### src/shared/idc_pkg.sv
// constants and types shared by the i2c dsp command port
package idc_pkg;
  localparam logic [4:0] IDC_ADDR_FIXED   = 5'h06;
  localparam int         IDC_BYTE_BITS    = 8;
  localparam int         IDC_MEM_AW       = 16;
  localparam int         IDC_PRG_BYTES    = 5;
  localparam int         IDC_WORD_BYTES   = 2;
  localparam int         IDC_RB_BYTES     = 4;
  localparam logic [7:0] IDC_CMD_CWPREP   = 8'h80;
  localparam logic [7:0] IDC_CMD_OWPREP   = 8'h90;
  localparam logic [7:0] IDC_CMD_OWEXEC   = 8'hA2;
  localparam logic [7:0] IDC_CMD_CWEXEC   = 8'hA4;
  localparam logic [7:0] IDC_CMD_OWR      = 8'hB2;
  localparam logic [7:0] IDC_CMD_CWR      = 8'hB4;
  localparam logic [7:0] IDC_CMD_PWR      = 8'hB8;
  localparam logic [7:0] IDC_CMD_REGWR    = 8'hC0;
  localparam logic [7:0] IDC_CMD_JUMPWR   = 8'hF4;
  localparam logic [7:0] IDC_CMD_ORD      = 8'h32;
  localparam logic [7:0] IDC_CMD_CRD      = 8'h34;
  localparam logic [7:0] IDC_CMD_PRD      = 8'h38;
  localparam logic [7:0] IDC_CMD_REGRD    = 8'h40;
  localparam logic [7:0] IDC_CMD_IDRD     = 8'h60;
  localparam logic [7:0] IDC_CMD_RBARD    = 8'h76;
  localparam logic [7:0] IDC_CMD_RBBRD    = 8'h78;
  localparam logic [3:0] IDC_HI_MASK      = 4'hF;
  // arbitrary neutral identification value
  localparam logic [7:0] IDC_DEVICE_ID    = 8'h5A;

  // memory kind selected by a command
  typedef enum logic [1:0] {
    IDC_MEM_NONE = 2'h0,
    IDC_MEM_COEF = 2'h1,
    IDC_MEM_OFFS = 2'h2,
    IDC_MEM_PROG = 2'h3
  } idc_mem_t;

  typedef enum logic [6:0] {
    IDC_ST_IDLE = 7'h01,
    IDC_ST_ADDR = 7'h02,
    IDC_ST_ACK  = 7'h04,
    IDC_ST_RX   = 7'h08,
    IDC_ST_TX   = 7'h10,
    IDC_ST_MACK = 7'h20,
    IDC_ST_SKIP = 7'h40
  } idc_state_t;
endpackage

### src/logic/idc_command_port.sv
// i2c target command interpreter for dsp memories, registers and readback
// Summary of operation
// RQ1: fields after first byte travel as bytes, msb first, ack after each
// RQ2: write is address, command byte, then bytes that command needs
// RQ3: 80h-8Fh prepare coefficient write, 2-byte address, low nibble+1 words
// RQ4: words beyond the prepared count are discarded
// RQ5: 90h-9Fh prepare offset write the same way
// RQ6: A4h/A2h execute prepared write; address ignored, no data
// RQ7: in reset B4h/B2h write coefficient/offset memory, 2-byte words
// RQ8: in reset B8h writes program memory with 5-byte words
// RQ9: C0h-CFh write control register, F4h writes jump code, one byte
// RQ10: further written words go to next sequential address
// RQ11: read is write phase with command, then repeated start and read
// RQ12: keep sending bytes while controller acks; release after nack
// RQ13: controller nacks last byte before stop
// RQ14: in reset 34h/32h read coefficient/offset memory, 2-byte words
// RQ15: in reset 38h reads program memory, 5-byte words
// RQ16: 40h-4Fh read control register, 60h reads device id, one byte
// RQ17: 76h/78h return 28 data bits then 4 flag bits, four bytes
// RQ18: read address without valid read command is nacked
// RQ19: ready rising between write and read address nacks read address
// RQ20: controller should poll acknowledge before read address
// RQ21: further read words come from sequential addresses
// RQ22: address is fixed five bits plus two select pins, bit 0 is direction
// RQ23: target address and every written byte are acknowledged
// RQ24: controller prepares before executing a run-time write
// RQ25: unknown commands change nothing
module idc_command_port
  import idc_pkg::*;
#(
  parameter int PREP_MAX = 16
) (
  input  wire logic        core_clk_in,
  input  wire logic        rst_n_in,
  input  wire logic        scl_in,
  input  wire logic        sda_in,
  output logic             sda_out,
  output logic             sda_oe_out,
  input  wire logic        addr_select_hi_pin_in,
  input  wire logic        addr_select_lo_pin_in,
  input  wire logic        sys_reset_in,
  input  wire logic        ready_in,
  input  wire logic [39:0] mem_rdata_in,
  input  wire logic [31:0] readback_word_a_in,
  input  wire logic [31:0] readback_word_b_in,
  output logic             mem_we_out,
  output logic [1:0]       mem_sel_out,
  output logic [15:0]      mem_addr_out,
  output logic [39:0]      mem_wdata_out,
  output logic             exec_coef_out,
  output logic             exec_offs_out,
  output logic [7:0]       external_jump_code_out,
  output logic [7:0]       ctrl_reg_out [16]
);
  typedef struct packed {
    logic [1:0]  scl_s;
    logic [1:0]  sda_s;
    logic        scl_d;
    logic        sda_d;
    logic        rdy_d;
    idc_state_t  st;
    logic [3:0]  bitn;
    logic [7:0]  sh;
    logic        is_rd;
    logic        first;
    logic [7:0]  cmd;
    logic [3:0]  idx;
    logic [2:0]  wbytes;
    logic [39:0] wbuf;
    logic [15:0] maddr;
    logic        rd_ok;
    logic        oe;
    logic        acked;
    logic [4:0]  left;
    logic        we;
    logic        exc;
    logic        exo;
    logic [7:0]  jump;
  } idc_state_s_t;

  idc_state_s_t s, next_s;
  logic [7:0] regs [16];
  logic [7:0] next_regs [16];
  logic       scl_rise, scl_fall, start_c, stop_c;

  // bytes per word for a command's memory; 5 for program commands, 2 for all others
  function automatic logic [2:0] word_len(input logic [7:0] c);
    if (c == IDC_CMD_PWR || c == IDC_CMD_PRD) word_len = 3'(IDC_PRG_BYTES);
    else word_len = 3'(IDC_WORD_BYTES);
  endfunction

  function automatic idc_mem_t mem_of(input logic [7:0] c);
    mem_of = IDC_MEM_NONE;
    if (c[7:4] == IDC_CMD_CWPREP[7:4] || c == IDC_CMD_CWR || c == IDC_CMD_CRD)
      mem_of = IDC_MEM_COEF;
    if (c[7:4] == IDC_CMD_OWPREP[7:4] || c == IDC_CMD_OWR || c == IDC_CMD_ORD)
      mem_of = IDC_MEM_OFFS;
    if (c == IDC_CMD_PWR || c == IDC_CMD_PRD) mem_of = IDC_MEM_PROG;
  endfunction

  function automatic logic [7:0] tx_byte(input logic [7:0] c, input logic [3:0] i,
                                         input logic [39:0] w, input logic [7:0] r,
                                         input logic [31:0] ra, input logic [31:0] rb);
    tx_byte = 8'hFF;
    // single-byte reads pad with all ones once their byte has gone out
    if (c[7:4] == IDC_CMD_REGRD[7:4] && i == 4'h0) tx_byte = r; //RQ16
    else if (c == IDC_CMD_IDRD && i == 4'h0) tx_byte = IDC_DEVICE_ID; //RQ16
    else if (c == IDC_CMD_RBARD && i < 4'(IDC_RB_BYTES)) tx_byte = ra[31 - 8*i -: 8]; //RQ17
    else if (c == IDC_CMD_RBBRD && i < 4'(IDC_RB_BYTES)) tx_byte = rb[31 - 8*i -: 8]; //RQ17
    else if (c == IDC_CMD_PRD) tx_byte = w[39 - 8*i -: 8]; //RQ15
    else if (c == IDC_CMD_CRD || c == IDC_CMD_ORD) tx_byte = w[15 - 8*i -: 8]; //RQ14
  endfunction

  assign scl_rise = s.scl_s[1] & ~s.scl_d;
  assign scl_fall = ~s.scl_s[1] & s.scl_d;
  assign start_c  = s.scl_s[1] & s.scl_d & s.sda_d & ~s.sda_s[1];
  assign stop_c   = s.scl_s[1] & s.scl_d & ~s.sda_d & s.sda_s[1];

  always_comb begin
    logic [7:0] b;
    logic       is_mem_cmd;
    b = {s.sh[6:0], s.sda_s[1]};
    is_mem_cmd = 1'b0;
    next_s = s;
    next_regs = regs;
    next_s.scl_s = {s.scl_s[0], scl_in};
    next_s.sda_s = {s.sda_s[0], sda_in};
    next_s.scl_d = s.scl_s[1];
    next_s.sda_d = s.sda_s[1];
    next_s.rdy_d = ready_in;
    next_s.we  = 1'b0;
    next_s.exc = 1'b0;
    next_s.exo = 1'b0;
    if (start_c) begin
      next_s.st = IDC_ST_ADDR;
      next_s.bitn = 4'h0;
      next_s.oe = 1'b0;
    end else if (stop_c) begin
      next_s.st = IDC_ST_IDLE;
      next_s.oe = 1'b0;
    end else begin
      case (s.st)
        IDC_ST_IDLE: next_s.oe = 1'b0;
        IDC_ST_ADDR, IDC_ST_RX: begin
          if (scl_rise) begin
            next_s.sh = b; //RQ1
            next_s.bitn = s.bitn + 4'h1;
          end
          if (scl_fall && s.bitn == 4'(IDC_BYTE_BITS)) begin
            next_s.bitn = 4'h0;
            next_s.st = IDC_ST_SKIP;
            if (s.st == IDC_ST_ADDR) begin
              if (s.sh[7:3] == IDC_ADDR_FIXED && //RQ22
                  s.sh[2:1] == {addr_select_hi_pin_in, addr_select_lo_pin_in} &&
                  (!s.sh[0] || s.rd_ok)) begin //RQ18
                next_s.st = IDC_ST_ACK;
                next_s.oe = 1'b1; //RQ23
                next_s.is_rd = s.sh[0];
                next_s.first = 1'b1;
                if (!s.sh[0]) next_s.rd_ok = 1'b0;
                next_s.idx = 4'h0;
                if (s.sh[0]) next_s.wbuf = mem_rdata_in;
              end
            end else begin
              next_s.st = IDC_ST_ACK;
              next_s.oe = 1'b1; //RQ23
              if (s.first) begin //RQ2
                next_s.cmd = s.sh;
                next_s.first = 1'b0;
                next_s.idx = 4'h0;
                next_s.wbytes = 3'h0;
                next_s.left = 5'({1'b0, s.sh[3:0]}) + 5'h1; //RQ3 RQ5
                next_s.rd_ok = (s.sh[7:4] == IDC_CMD_REGRD[7:4]) || //RQ11 RQ16
                               s.sh == IDC_CMD_IDRD || s.sh == IDC_CMD_RBARD ||
                               s.sh == IDC_CMD_RBBRD;
              end else begin
                is_mem_cmd = mem_of(s.cmd) != IDC_MEM_NONE;
                if (s.idx < 4'h2 && (is_mem_cmd || s.cmd == IDC_CMD_CWEXEC ||
                                     s.cmd == IDC_CMD_OWEXEC)) begin
                  next_s.maddr = {s.maddr[7:0], s.sh};
                  next_s.idx = s.idx + 4'h1;
                  if (s.idx == 4'h1) begin
                    // memory reads are only served while the dsp is held in reset
                    next_s.rd_ok = sys_reset_in && (s.cmd == IDC_CMD_CRD ||
                                   s.cmd == IDC_CMD_ORD || s.cmd == IDC_CMD_PRD); //RQ14 RQ15
                    next_s.exc = s.cmd == IDC_CMD_CWEXEC; //RQ6
                    next_s.exo = s.cmd == IDC_CMD_OWEXEC; //RQ6
                    if (s.cmd == IDC_CMD_CWEXEC || s.cmd == IDC_CMD_OWEXEC)
                      next_s.maddr = s.maddr;
                  end
                end else if (s.cmd[7:4] == IDC_CMD_REGWR[7:4] && s.idx == 4'h0) begin
                  next_regs[s.cmd[3:0]] = s.sh; //RQ9
                  next_s.idx = 4'h1;
                end else if (s.cmd == IDC_CMD_JUMPWR && s.idx == 4'h0) begin
                  next_s.jump = s.sh; //RQ9
                  next_s.idx = 4'h1;
                // stray bytes after a read command must never reach memory
                end else if (is_mem_cmd && ((s.cmd[7:5] == 3'h5 && sys_reset_in) || //RQ7 RQ8
                                            (s.cmd[7:5] == 3'h4 && s.left != 5'h0))) begin
                  next_s.wbuf = {s.wbuf[31:0], s.sh}; //RQ7 RQ8
                  next_s.wbytes = s.wbytes + 3'h1;
                  if (s.wbytes + 3'h1 == word_len(s.cmd)) begin
                    next_s.wbytes = 3'h0;
                    next_s.we = 1'b1;
                    if (s.cmd[7:5] == 3'h4) next_s.left = s.left - 5'h1; //RQ4
                  end
                end //RQ25
              end
            end
          end
        end
        IDC_ST_ACK: begin
          if (scl_fall) begin
            next_s.oe = 1'b0;
            next_s.st = IDC_ST_RX;
            if (s.is_rd) begin
              next_s.st = IDC_ST_TX;
              next_s.sh = tx_byte(s.cmd, s.idx, s.wbuf, regs[s.cmd[3:0]],
                                  readback_word_a_in, readback_word_b_in);
              next_s.oe = ~next_s.sh[7];
            end
          end
        end
        IDC_ST_TX: begin
          if (scl_fall) begin //RQ1
            next_s.bitn = s.bitn + 4'h1;
            next_s.sh = {s.sh[6:0], 1'b1};
            next_s.oe = ~s.sh[6];
            if (s.bitn == 4'(IDC_BYTE_BITS - 1)) begin
              next_s.oe = 1'b0;
              next_s.st = IDC_ST_MACK;
              next_s.bitn = 4'h0;
            end
          end
        end
        IDC_ST_MACK: begin
          if (scl_rise) next_s.acked = ~s.sda_s[1];
          if (scl_fall) begin
            if (s.acked) begin //RQ12
              next_s.idx = s.idx + 4'h1;
              if (mem_of(s.cmd) != IDC_MEM_NONE) begin
                // read data follows the address combinationally, so the address steps
                // while the last byte of a word goes out and the word loads at the boundary
                if (s.idx + 4'h2 == 4'(word_len(s.cmd))) begin //RQ21
                  next_s.maddr = s.maddr + 16'h1;
                end
                if (s.idx + 4'h1 == 4'(word_len(s.cmd))) begin //RQ21
                  next_s.idx = 4'h0;
                  next_s.wbuf = mem_rdata_in;
                end
              end
              next_s.st = IDC_ST_TX;
              next_s.sh = tx_byte(s.cmd, next_s.idx, next_s.wbuf, regs[s.cmd[3:0]],
                                  readback_word_a_in, readback_word_b_in);
              next_s.oe = ~next_s.sh[7];
            end else begin
              next_s.st = IDC_ST_SKIP;
            end
          end
        end
        IDC_ST_SKIP: next_s.oe = 1'b0;
        default: next_s.st = IDC_ST_IDLE;
      endcase
    end
    // a ready rise outranks a read command taken in the same cycle
    if (ready_in & ~s.rdy_d) next_s.rd_ok = 1'b0; //RQ19
    if (s.we) next_s.maddr = s.maddr + 16'h1; //RQ10
  end

  always_ff @(posedge core_clk_in or negedge rst_n_in) begin
    if (!rst_n_in) begin
      s <= '{scl_s: 2'h3, sda_s: 2'h3, scl_d: 1'b1, sda_d: 1'b1, st: IDC_ST_IDLE,
             default: '0};
      regs <= '{default: 8'h00};
    end else begin
      s <= next_s;
      regs <= next_regs;
    end
  end

  assign sda_out       = 1'b0;
  assign sda_oe_out    = s.oe;
  assign mem_we_out    = s.we;
  assign mem_sel_out   = mem_of(s.cmd);
  assign mem_addr_out  = s.maddr;
  assign mem_wdata_out = s.wbuf;
  assign exec_coef_out = s.exc;
  assign exec_offs_out = s.exo;
  assign external_jump_code_out = s.jump;
  assign ctrl_reg_out  = regs;

  AST_NACK_BAD_READ: assert property (@(posedge core_clk_in) disable iff (!rst_n_in) //RQ18
    (s.st == IDC_ST_ADDR && scl_fall && s.bitn == 4'h8 && s.sh[0] && !s.rd_ok)
    |=> !s.oe) else $error("read address acked without read command");
  AST_READY_RISE: assert property (@(posedge core_clk_in) disable iff (!rst_n_in) //RQ19
    (ready_in && !s.rdy_d) |=> !s.rd_ok) else $error("ready rise kept read enabled");
  AST_WORD_LIMIT: assert property (@(posedge core_clk_in) disable iff (!rst_n_in) //RQ4
    (s.cmd[7:5] == 3'h4 && s.left == 5'h0) |=> !s.we) else $error("extra word stored");
  AST_ADDR_STEP: assert property (@(posedge core_clk_in) disable iff (!rst_n_in) //RQ10
    (s.we && !start_c) |=> s.maddr == $past(s.maddr) + 16'h1) else $error("no address step");
  AST_EXEC_PULSE: assert property (@(posedge core_clk_in) disable iff (!rst_n_in) //RQ6
    s.exc |=> !s.exc) else $error("execute strobe longer than one cycle");
  AST_ACK_RELEASE: assert property (@(posedge core_clk_in) disable iff (!rst_n_in) //RQ23
    (s.st == IDC_ST_ACK && scl_fall && !s.is_rd) |=> !s.oe) else $error("ack held");
  AST_MACK_FREE: assert property (@(posedge core_clk_in) disable iff (!rst_n_in) //RQ12
    (s.st == IDC_ST_MACK) |-> !s.oe) else $error("sda driven in controller ack");
  AST_STOP_IDLE: assert property (@(posedge core_clk_in) disable iff (!rst_n_in) //RQ13
    stop_c |=> (s.st == IDC_ST_IDLE && !s.oe)) else $error("stop not honoured");
  AST_PREP_COUNT: assert property (@(posedge core_clk_in) disable iff (!rst_n_in) //RQ3 RQ5
    (s.we && s.cmd[7:5] == 3'h4) |-> s.left < 5'(PREP_MAX)) else $error("prepared count overrun");
  AST_RUN_NO_LOAD: assert property (@(posedge core_clk_in) disable iff (!rst_n_in) //RQ7 RQ8
    (s.we && s.cmd[7:5] == 3'h5) |-> $past(sys_reset_in)) else $error("load outside reset");
endmodule

### config.mk
export PLATFORM = sky130hd
export DESIGN_NAME = idc_command_port
export DESIGN_NICKNAME = d
export VERILOG_FILES = /design/src/shared/idc_pkg.sv /design/src/logic/idc_command_port.sv
export SDC_FILE = /design/constraint.sdc
export NUM_CORES = 1
export LEC_CHECK = 0
export ABC_AREA = 1
export BUFFER_PORTS_ARGS = -buffer_cell sky130_fd_sc_hd__clkbuf_2
export CAP_MARGIN = 20
export CORE_AREA = 2 2 287 204
export CTS_BUF_LIST = sky130_fd_sc_hd__clkbuf_4 sky130_fd_sc_hd__clkbuf_8
export DETAILED_ROUTE_END_ITERATION = 12
export DIE_AREA = 0 0 289 206
export PLACE_DENSITY_LB_ADDON = 0.08
export SLEW_MARGIN = 20
export SYNTH_ARGS = -nofsm -noshare
export SYNTH_HDL_FRONTEND = slang
export SYNTH_SLANG_ARGS = --single-unit
### constraint.sdc
create_clock -name core_clk_in -period 12.03 [get_ports core_clk_in]
set_input_delay 1.8045 -clock core_clk_in [delete_from_list [all_inputs] [get_ports core_clk_in]]
set_output_delay 1.8045 -clock core_clk_in [all_outputs]
set_load 0.02 [all_outputs]
# Word level (Yosys, flattened, before mapping)
# Cells that the tools add are included.
# classes
n_addsub,13
n_lt_le_gt_ge,5
n_eq_ne,86
n_shift,8
n_mux,175
bitwise_logic,23
reduce_logical,70
# ops
operator,n
two-way mux 56 bit,9
two-way mux 43 bit,10
two-way mux 8 bit,34
indexed part select 47 x 33 -> 8 bit,4
two-way mux 40 bit,4
indexed part select 39 x 33 -> 8 bit,4
two-way mux 17 bit,9
bitwise mux 128 bit,1
case mux 56 bit (2 select lines),1
two-way mux 11 bit,9
two-way mux 86 bit,1
two-way mux 75 bit,1
two-way mux 16 bit,4
two-way mux 3 bit,20
two-way mux 4 bit,14
two-way mux 7 bit,7
== test 8 x 7 -> 1 bit (second input constant),6
== test 8 bit (second input constant),6
two-way mux 2 bit,18
inequality test 3 bit (second input constant),12
case mux 7 bit (5 select lines),1
binary-select mux 8 bit (select 4 bit),1
demux 8 bit (select 4 bit),1
inequality test 4 bit (second input constant),8
other kinds (67),195
# word_totals
reg_bits,246
in_bits,112
out_inout_bits,199
elab_cells,419

# Logic depth before layout (Yosys ltp)
# logic_depth
ltp_word,45
ltp_mapped,29
depth_no_buf,25

# Worst setup path after synthesis
# No wires, ideal clock.
# synth_timing
path_type,reg2reg
startpoint,reg s[78] in the netlist's numbering
endpoint,reg s[97] in the netlist's numbering
setup_time_ns,0.066
t_arrival_ns,3.710
required_time_ns,11.964
setup_slack_ns,8.255
path_stages_with_launch,30
n_path_buf,6
period_less_slack_ns,3.775
path_cell_list,dfrtp_1 -> buf_2 -> inv_2 -> clkbuf_1 -> clkbuf_1 -> ha_1 -> nor2_1 -> nand3_1 -> nand3_2 -> nand3_2 -> nand2_1 -> buf_2 -> buf_2 -> ha_1 -> clkbuf_1 -> inv_1 -> o21ai_0 -> inv_1 -> nand2_1 -> nand2_1 -> nand2_1 -> nand2_1 -> nand2_1 -> nand2_1 -> nand2_1 -> nor2_1 -> nand3_1 -> nand2_1 -> nand2_1 -> nand2_1
# synth_between
elab_chain_len,25
elab_cells_between_ends,69
classes_between,add/sub: 7; order compare: 2; eq/ne: 1; shift: 8; mux: 41; reduce/logical: 10
# synth_rtl
item,line_no,source
start: declaration,idc_command_port.sv:81,"idc_state_s_t s, next_s;"
start signal: assignment,idc_command_port.sv:272,"s <= '{scl_s: 2'h3, sda_s: 2'h3, scl_d: 1'b1, sda_d: 1'b1, st: IDC_ST_IDLE,"
start signal: assignment,idc_command_port.sv:276,s <= next_s;
adder 4 x 1 -> 4 bit,"idc_command_port.sv:240, idc_command_port.sv:247",
== test 4 x 3 -> 1 bit,idc_command_port.sv:247,if (s.idx + 4'h1 == 4'(word_len(s.cmd))) begin
two-way mux 4 bit,idc_command_port.sv:247,
two-way mux 4 bit,idc_command_port.sv:241,if (mem_of(s.cmd) != IDC_MEM_NONE) begin
two-way mux 4 bit,idc_command_port.sv:239,if (s.acked) begin
two-way mux 4 bit,idc_command_port.sv:238,if (scl_fall) begin
two-way mux 4 bit,idc_command_port.sv:142,case (s.st)
two-way mux 4 bit,idc_command_port.sv:138,end else if (stop_c) begin
(+9 left out),--,
two-way mux 8 bit,idc_command_port.sv:239,
two-way mux 8 bit,idc_command_port.sv:238,
two-way mux 8 bit,idc_command_port.sv:142,
two-way mux 8 bit,idc_command_port.sv:138,
two-way mux 8 bit,idc_command_port.sv:134,if (start_c) begin
two-way mux 8 bit,idc_command_port.sv:239,
two-way mux 8 bit,idc_command_port.sv:238,
case mux 8 bit (4 select lines) (*),idc_command_port.sv:142,
# Every way passes the cells marked *; elsewhere a longest branch is shown, timed or not. The select of a mux whose other input is x is not followed.
# A chain may end at the register's enable or synchronous reset.

# Final worst setup path
# layout_timing
startpoint,reg s[78] in the netlist's numbering
endpoint,reg s[95] in the netlist's numbering
# The elaborated chain is that of the path after synthesis.

==> impl_results.rst <==
.. list-table::
   :header-rows: 1

   * - Metric
     - Value
   * - CTS resizes
     - 0
   * - Net count after synthesis
     - approximately 2600
   * - Number of primary I/O pins
     - slightly above 300
   * - Total overflow reported by the global router
     - 0
   * - Starting utilization of the core area
     - 30.40%
   * - Clock tree skew after final layout
     - between 0.02 and 0.03 ns
   * - Die width
     - 289 µm
   * - Max Fclk
     - just over 200 MHz
   * - Outcome
     - completed
   * - Routed Wire Length
     - between 70000 and 80000 µm
   * - Half-perimeter wire length of the detailed placement result
     - roughly 57000 µm
   * - RD Place Congestion
     - about 0.96
   * - Count of hold-fix buffers inserted at cts
     - 0
   * - Layout cells sized above 1
     - roughly a fifth
   * - GRT Resource Usage Total
     - about a quarter
   * - Count of antenna diodes in the layout
     - 0
   * - Critical Path, Cell by Cell
     - inv_2 > buf_4 > ha_1 > nor2_1 > nand3_1 > nand3_2 > nand2_2 > nor2_8 > nand2_4 > nand2_2 > ha_1 > inv_1 > nor2_1 > inv_1 > o21ai_0 > a21oi_1 > a21oi_1 > nand2_1 > nand2_1 > nand2_1 > nand2_1 > nand3_1 > nand2_1 > inv_1
   * - Routed len/inst
     - between 20 and 25 µm
   * - Commonest register cell after synthesis
     - sky130_fd_sc_hd__dfrtp_1
   * - Nets@finish
     - about 2800
   * - Floorplan die height
     - 206 µm
   * - Post-CTS repair timing setup buffer count
     - 0
   * - Number of cell rows
     - 74
   * - Number of buffers created by CTS
     - 47
   * - Top-area cell type share of the netlist area
     - between 30 and 40%
   * - Cell types with the largest area share after synthesis
     - sky130_fd_sc_hd__dfrtp_1, sky130_fd_sc_hd__nand2_1, sky130_fd_sc_hd__inv_1, sky130_fd_sc_hd__o21ai_0, sky130_fd_sc_hd__a21oi_1
   * - Synthesis-to-layout area growth
     - 15.06%
   * - Post-detailed-route count of antenna-violating nets
     - 0
   * - Initial antenna violation count
     - 1
   * - Cell accounting for the most synthesized area
     - sky130_fd_sc_hd__dfrtp_1
   * - Number of cells in the design after placement
     - ~3400
   * - Clk root buf
     - sky130_fd_sc_hd__clkbuf_8
   * - Arrival time reported for the critical path endpoint
     - 5.35 ns
   * - Most Frequent Cell on Critical Path
     - sky130_fd_sc_hd__nand2_1
   * - Pleak
     - 10.88 nW
   * - Number of hold violations in the final report
     - 0
   * - Sort of element at the end of the critical path
     - flop
   * - Final critical-path share of the clock period
     - around two fifths
   * - DRT iter0 DRCs
     - approximately 1700
   * - Setup repair after global routing missed its margin
     - no
   * - Slew at the pin closest to its max-slew limit
     - approximately 1.1 ns
   * - Pins over their slew limit
     - 0
   * - Required time reported for the critical path endpoint
     - 12.55 ns
   * - FF+latch count, synth
     - roughly 250
   * - Filler cell count
     - 6310
   * - Register area
     - ~0.0062 mm²
   * - Maximum level of the CTS H-tree
     - 2
   * - Biggest fanout along the worst timing path
     - 65
   * - Cell area after placement
     - 0.01905 mm²
   * - Routed vias
     - 17710
   * - Number of input and output port buffers inserted
     - approximately 310
   * - Dominant combinational cell family by area after synthesis
     - simple AND/OR/NAND/NOR gates
   * - Critical-path cell with the highest stage delay
     - sky130_fd_sc_hd__ha_1
   * - Post-synthesis adder-cell area fraction
     - under 10%
   * - Mean post-synth cell area
     - a little over 7 µm²
   * - Sort of element at the start of the critical path
     - flop
   * - Parity-gate share of the synthesized area counting xor and xnor cells
     - about 1.2%
   * - Share of async-settable or async-resettable flops after synthesis
     - 100.0%
   * - Hold crit path type
     - flop to flop
   * - Overall power of the completed layout
     - roughly 4.2 mW
   * - Ratio of total power to cell area
     - 208.2 mW/mm²
   * - Die Outline Area
     - 0.05953 mm²
   * - Number of remaining DRC errors
     - 0
   * - Portion of the post-synthesis area used by sequential elements
     - 35.44%
   * - Total of max-cap violations
     - 0
   * - Post-synthesis instance total
     - ~2500
   * - Tightest slew margin relative to the limit
     - between 20% and 30%
   * - EDFF count, synth
     - 0
   * - CTS tree
     - yes
   * - Min Clock Period, post-route
     - a little under 5 ns
   * - Post-route cell area
     - 0.02001 mm²
   * - Clock sink count
     - between 200 and 250
   * - Critical Path Max Stage Delay
     - between 0.5 and 0.6 ns
   * - Category of cells accounting for the largest share of critical-path delay
     - simple AND/OR/NAND/NOR gates
   * - Core Area
     - about 0.057 mm²
   * - Netlist Area Pre-Place
     - 0.01739 mm²
   * - Detailed-route vias per instance
     - ~5
   * - Maximum VDD drop
     - 149.2 µV
   * - First-pass GRT wire length
     - between 100000 and 150000 µm
   * - Post-synthesis mux area share
     - under 10%
   * - First drt pass iteration count
     - 5
   * - Final non-filler cell total
     - roughly 3500
   * - Setup TNS Final
     - 0 ns
   * - Maximum number of pins on one net before global-route repair
     - about 120
   * - Finish-stage setup viols
     - 0
   * - Clock-pin slew on the worst setup and hold paths
     - around 0.06 ns
   * - Number of warnings issued by yosys
     - 0
   * - Synthesized-area fraction occupied by ao, oa, aoi and oai cells
     - between 20% and 30%
   * - Path type of the worst setup path
     - flop to flop
   * - Clock network latency to the later pin of the worst-skew pair
     - between 0.6 and 0.7 ns
   * - CTS max path bufs
     - 3
   * - Combined buffer and inverter count along the critical path
     - 5
   * - Share of synthesized cell area in and, or, nand and nor gates
     - 21.70%
   * - Hold Worst Slack
     - about 0.36 ns
   * - Number of global-route vias before repair
     - between 15000 and 20000
   * - Area taken by multi-input logic gates
     - 0.008610 mm²
   * - Synth unique cells
     - 63
-- cell usage in the layout, fill, tap and decap left out, drive strengths merged, types with 5 or more instances in the layout --
master    n
nand2   441
inv     414
clkbuf  377
o21ai   296
nor2    258
dfrtp   239
a21oi   195
nand3   108
mux2i    75
o22ai    72
buf      27
nor3     25
o221ai   21
ha       20
a22oi    15
xor2     14
a31oi    10
nand4    10
clkinv    8
xnor2     7
a22o      7
dfstp     7
nor4      7
nand3b    5
-- cell usage after synthesis (23+ instances only) --
library cell                 n
sky130_fd_sc_hd__a21oi_1   195
sky130_fd_sc_hd__mux2i_1    75
sky130_fd_sc_hd__dfrtp_1   239
sky130_fd_sc_hd__buf_4      75
sky130_fd_sc_hd__o21ai_0   268
sky130_fd_sc_hd__o21ai_1    23
sky130_fd_sc_hd__nand3_1   105
sky130_fd_sc_hd__nor2_1    230
sky130_fd_sc_hd__nand2_1   420
sky130_fd_sc_hd__clkbuf_1   62
sky130_fd_sc_hd__inv_1     394
sky130_fd_sc_hd__o22ai_1    72
-- metal layers --
metal | GRT usage [%] | wire, µm
met1 | 38.94 | 37480
met2 | 35.36 | 31850
met3 | 4.216 | 5492
met4 | 4.989 | 1233
met5 | 0 | 0
-- sequential cells by signal (all words and copies together) (netlist names) --
name and cells:
ctrl_reg_out 128, s 46, mem_wdata_out 40, mem_addr_out 16, external_jump_code_out 8, next_s 4
exec_coef_out 1, exec_offs_out 1, mem_we_out 1, sda_oe_out 1
-- logic make-up (layout without fill, tap and decap cells) --
group / after synthesis / after routing
other: 1 / 1
adder cells (fa/ha/maj): 20 / 20
AND/OR/NAND/NOR: 859 / 859
flip-flops: 246 / 246
buffers and inverters: 594 / 829
AO/OA/AOI/OAI: 645 / 645
XOR/XNOR: 21 / 21
multiplexers: 77 / 77
-- power by group --
part	total, mW	leakage [nW]	switching [mW]	internal (mW)
clock network	0.903	0.509	0.402	0.501
logic	2.20	7.10	1.64	0.561
registers	1.06	3.27	0.137	0.924
-- worst reg2reg max path: cells and delay by family, from the launching register on --
| kind | cells | cell delay [ns] |
|---|---|---|
| adder cells (fa/ha/maj) | 2 | 1.08 |
| buffers and inverters | 5 | 0.81 |
| AO/OA/AOI/OAI | 3 | 0.40 |
| AND/OR/NAND/NOR | 14 | 2.02 |
| flip-flops | 1 | 0.40 |
-- layout make-up --
type | instances | share of cell area (%)
sequential | 246 | 30.81
clock buffer | 69 | 4.339
multi-input combinational | 1623 | 43.02
inverter | 418 | 7.840
timing repair buffer | 335 | 8.771
tap | 760 | 4.751
clock inverter | 7 | 0.4689
-- worst paths after layout --
kind | slack (ns) | to | start | cells past startpoint
max | 7.19 | s[95] | s[78] | 24
min | 0.36 | next_s[112] | next_s[115] | 0
max reg2reg | 7.19 | s[95] | s[78] | 24
min reg2reg | 0.36 | next_s[112] | next_s[115] | 0
max in group asynchronous | 9.27 | s[78] | rst_n_in | 2
min in group asynchronous | 1.27 | mem_addr_out[15] | rst_n_in | 1
-- stage by stage --
stage	setup slack, ns	util (%)
after floorplan	8.255	-
after global placement	7.411	33.29
after detailed placement	7.268	33.29
after CTS	7.251	34.97
after global routing	6.792	34.98
final	7.194	34.98
Power figures use the tool's default switching activity.
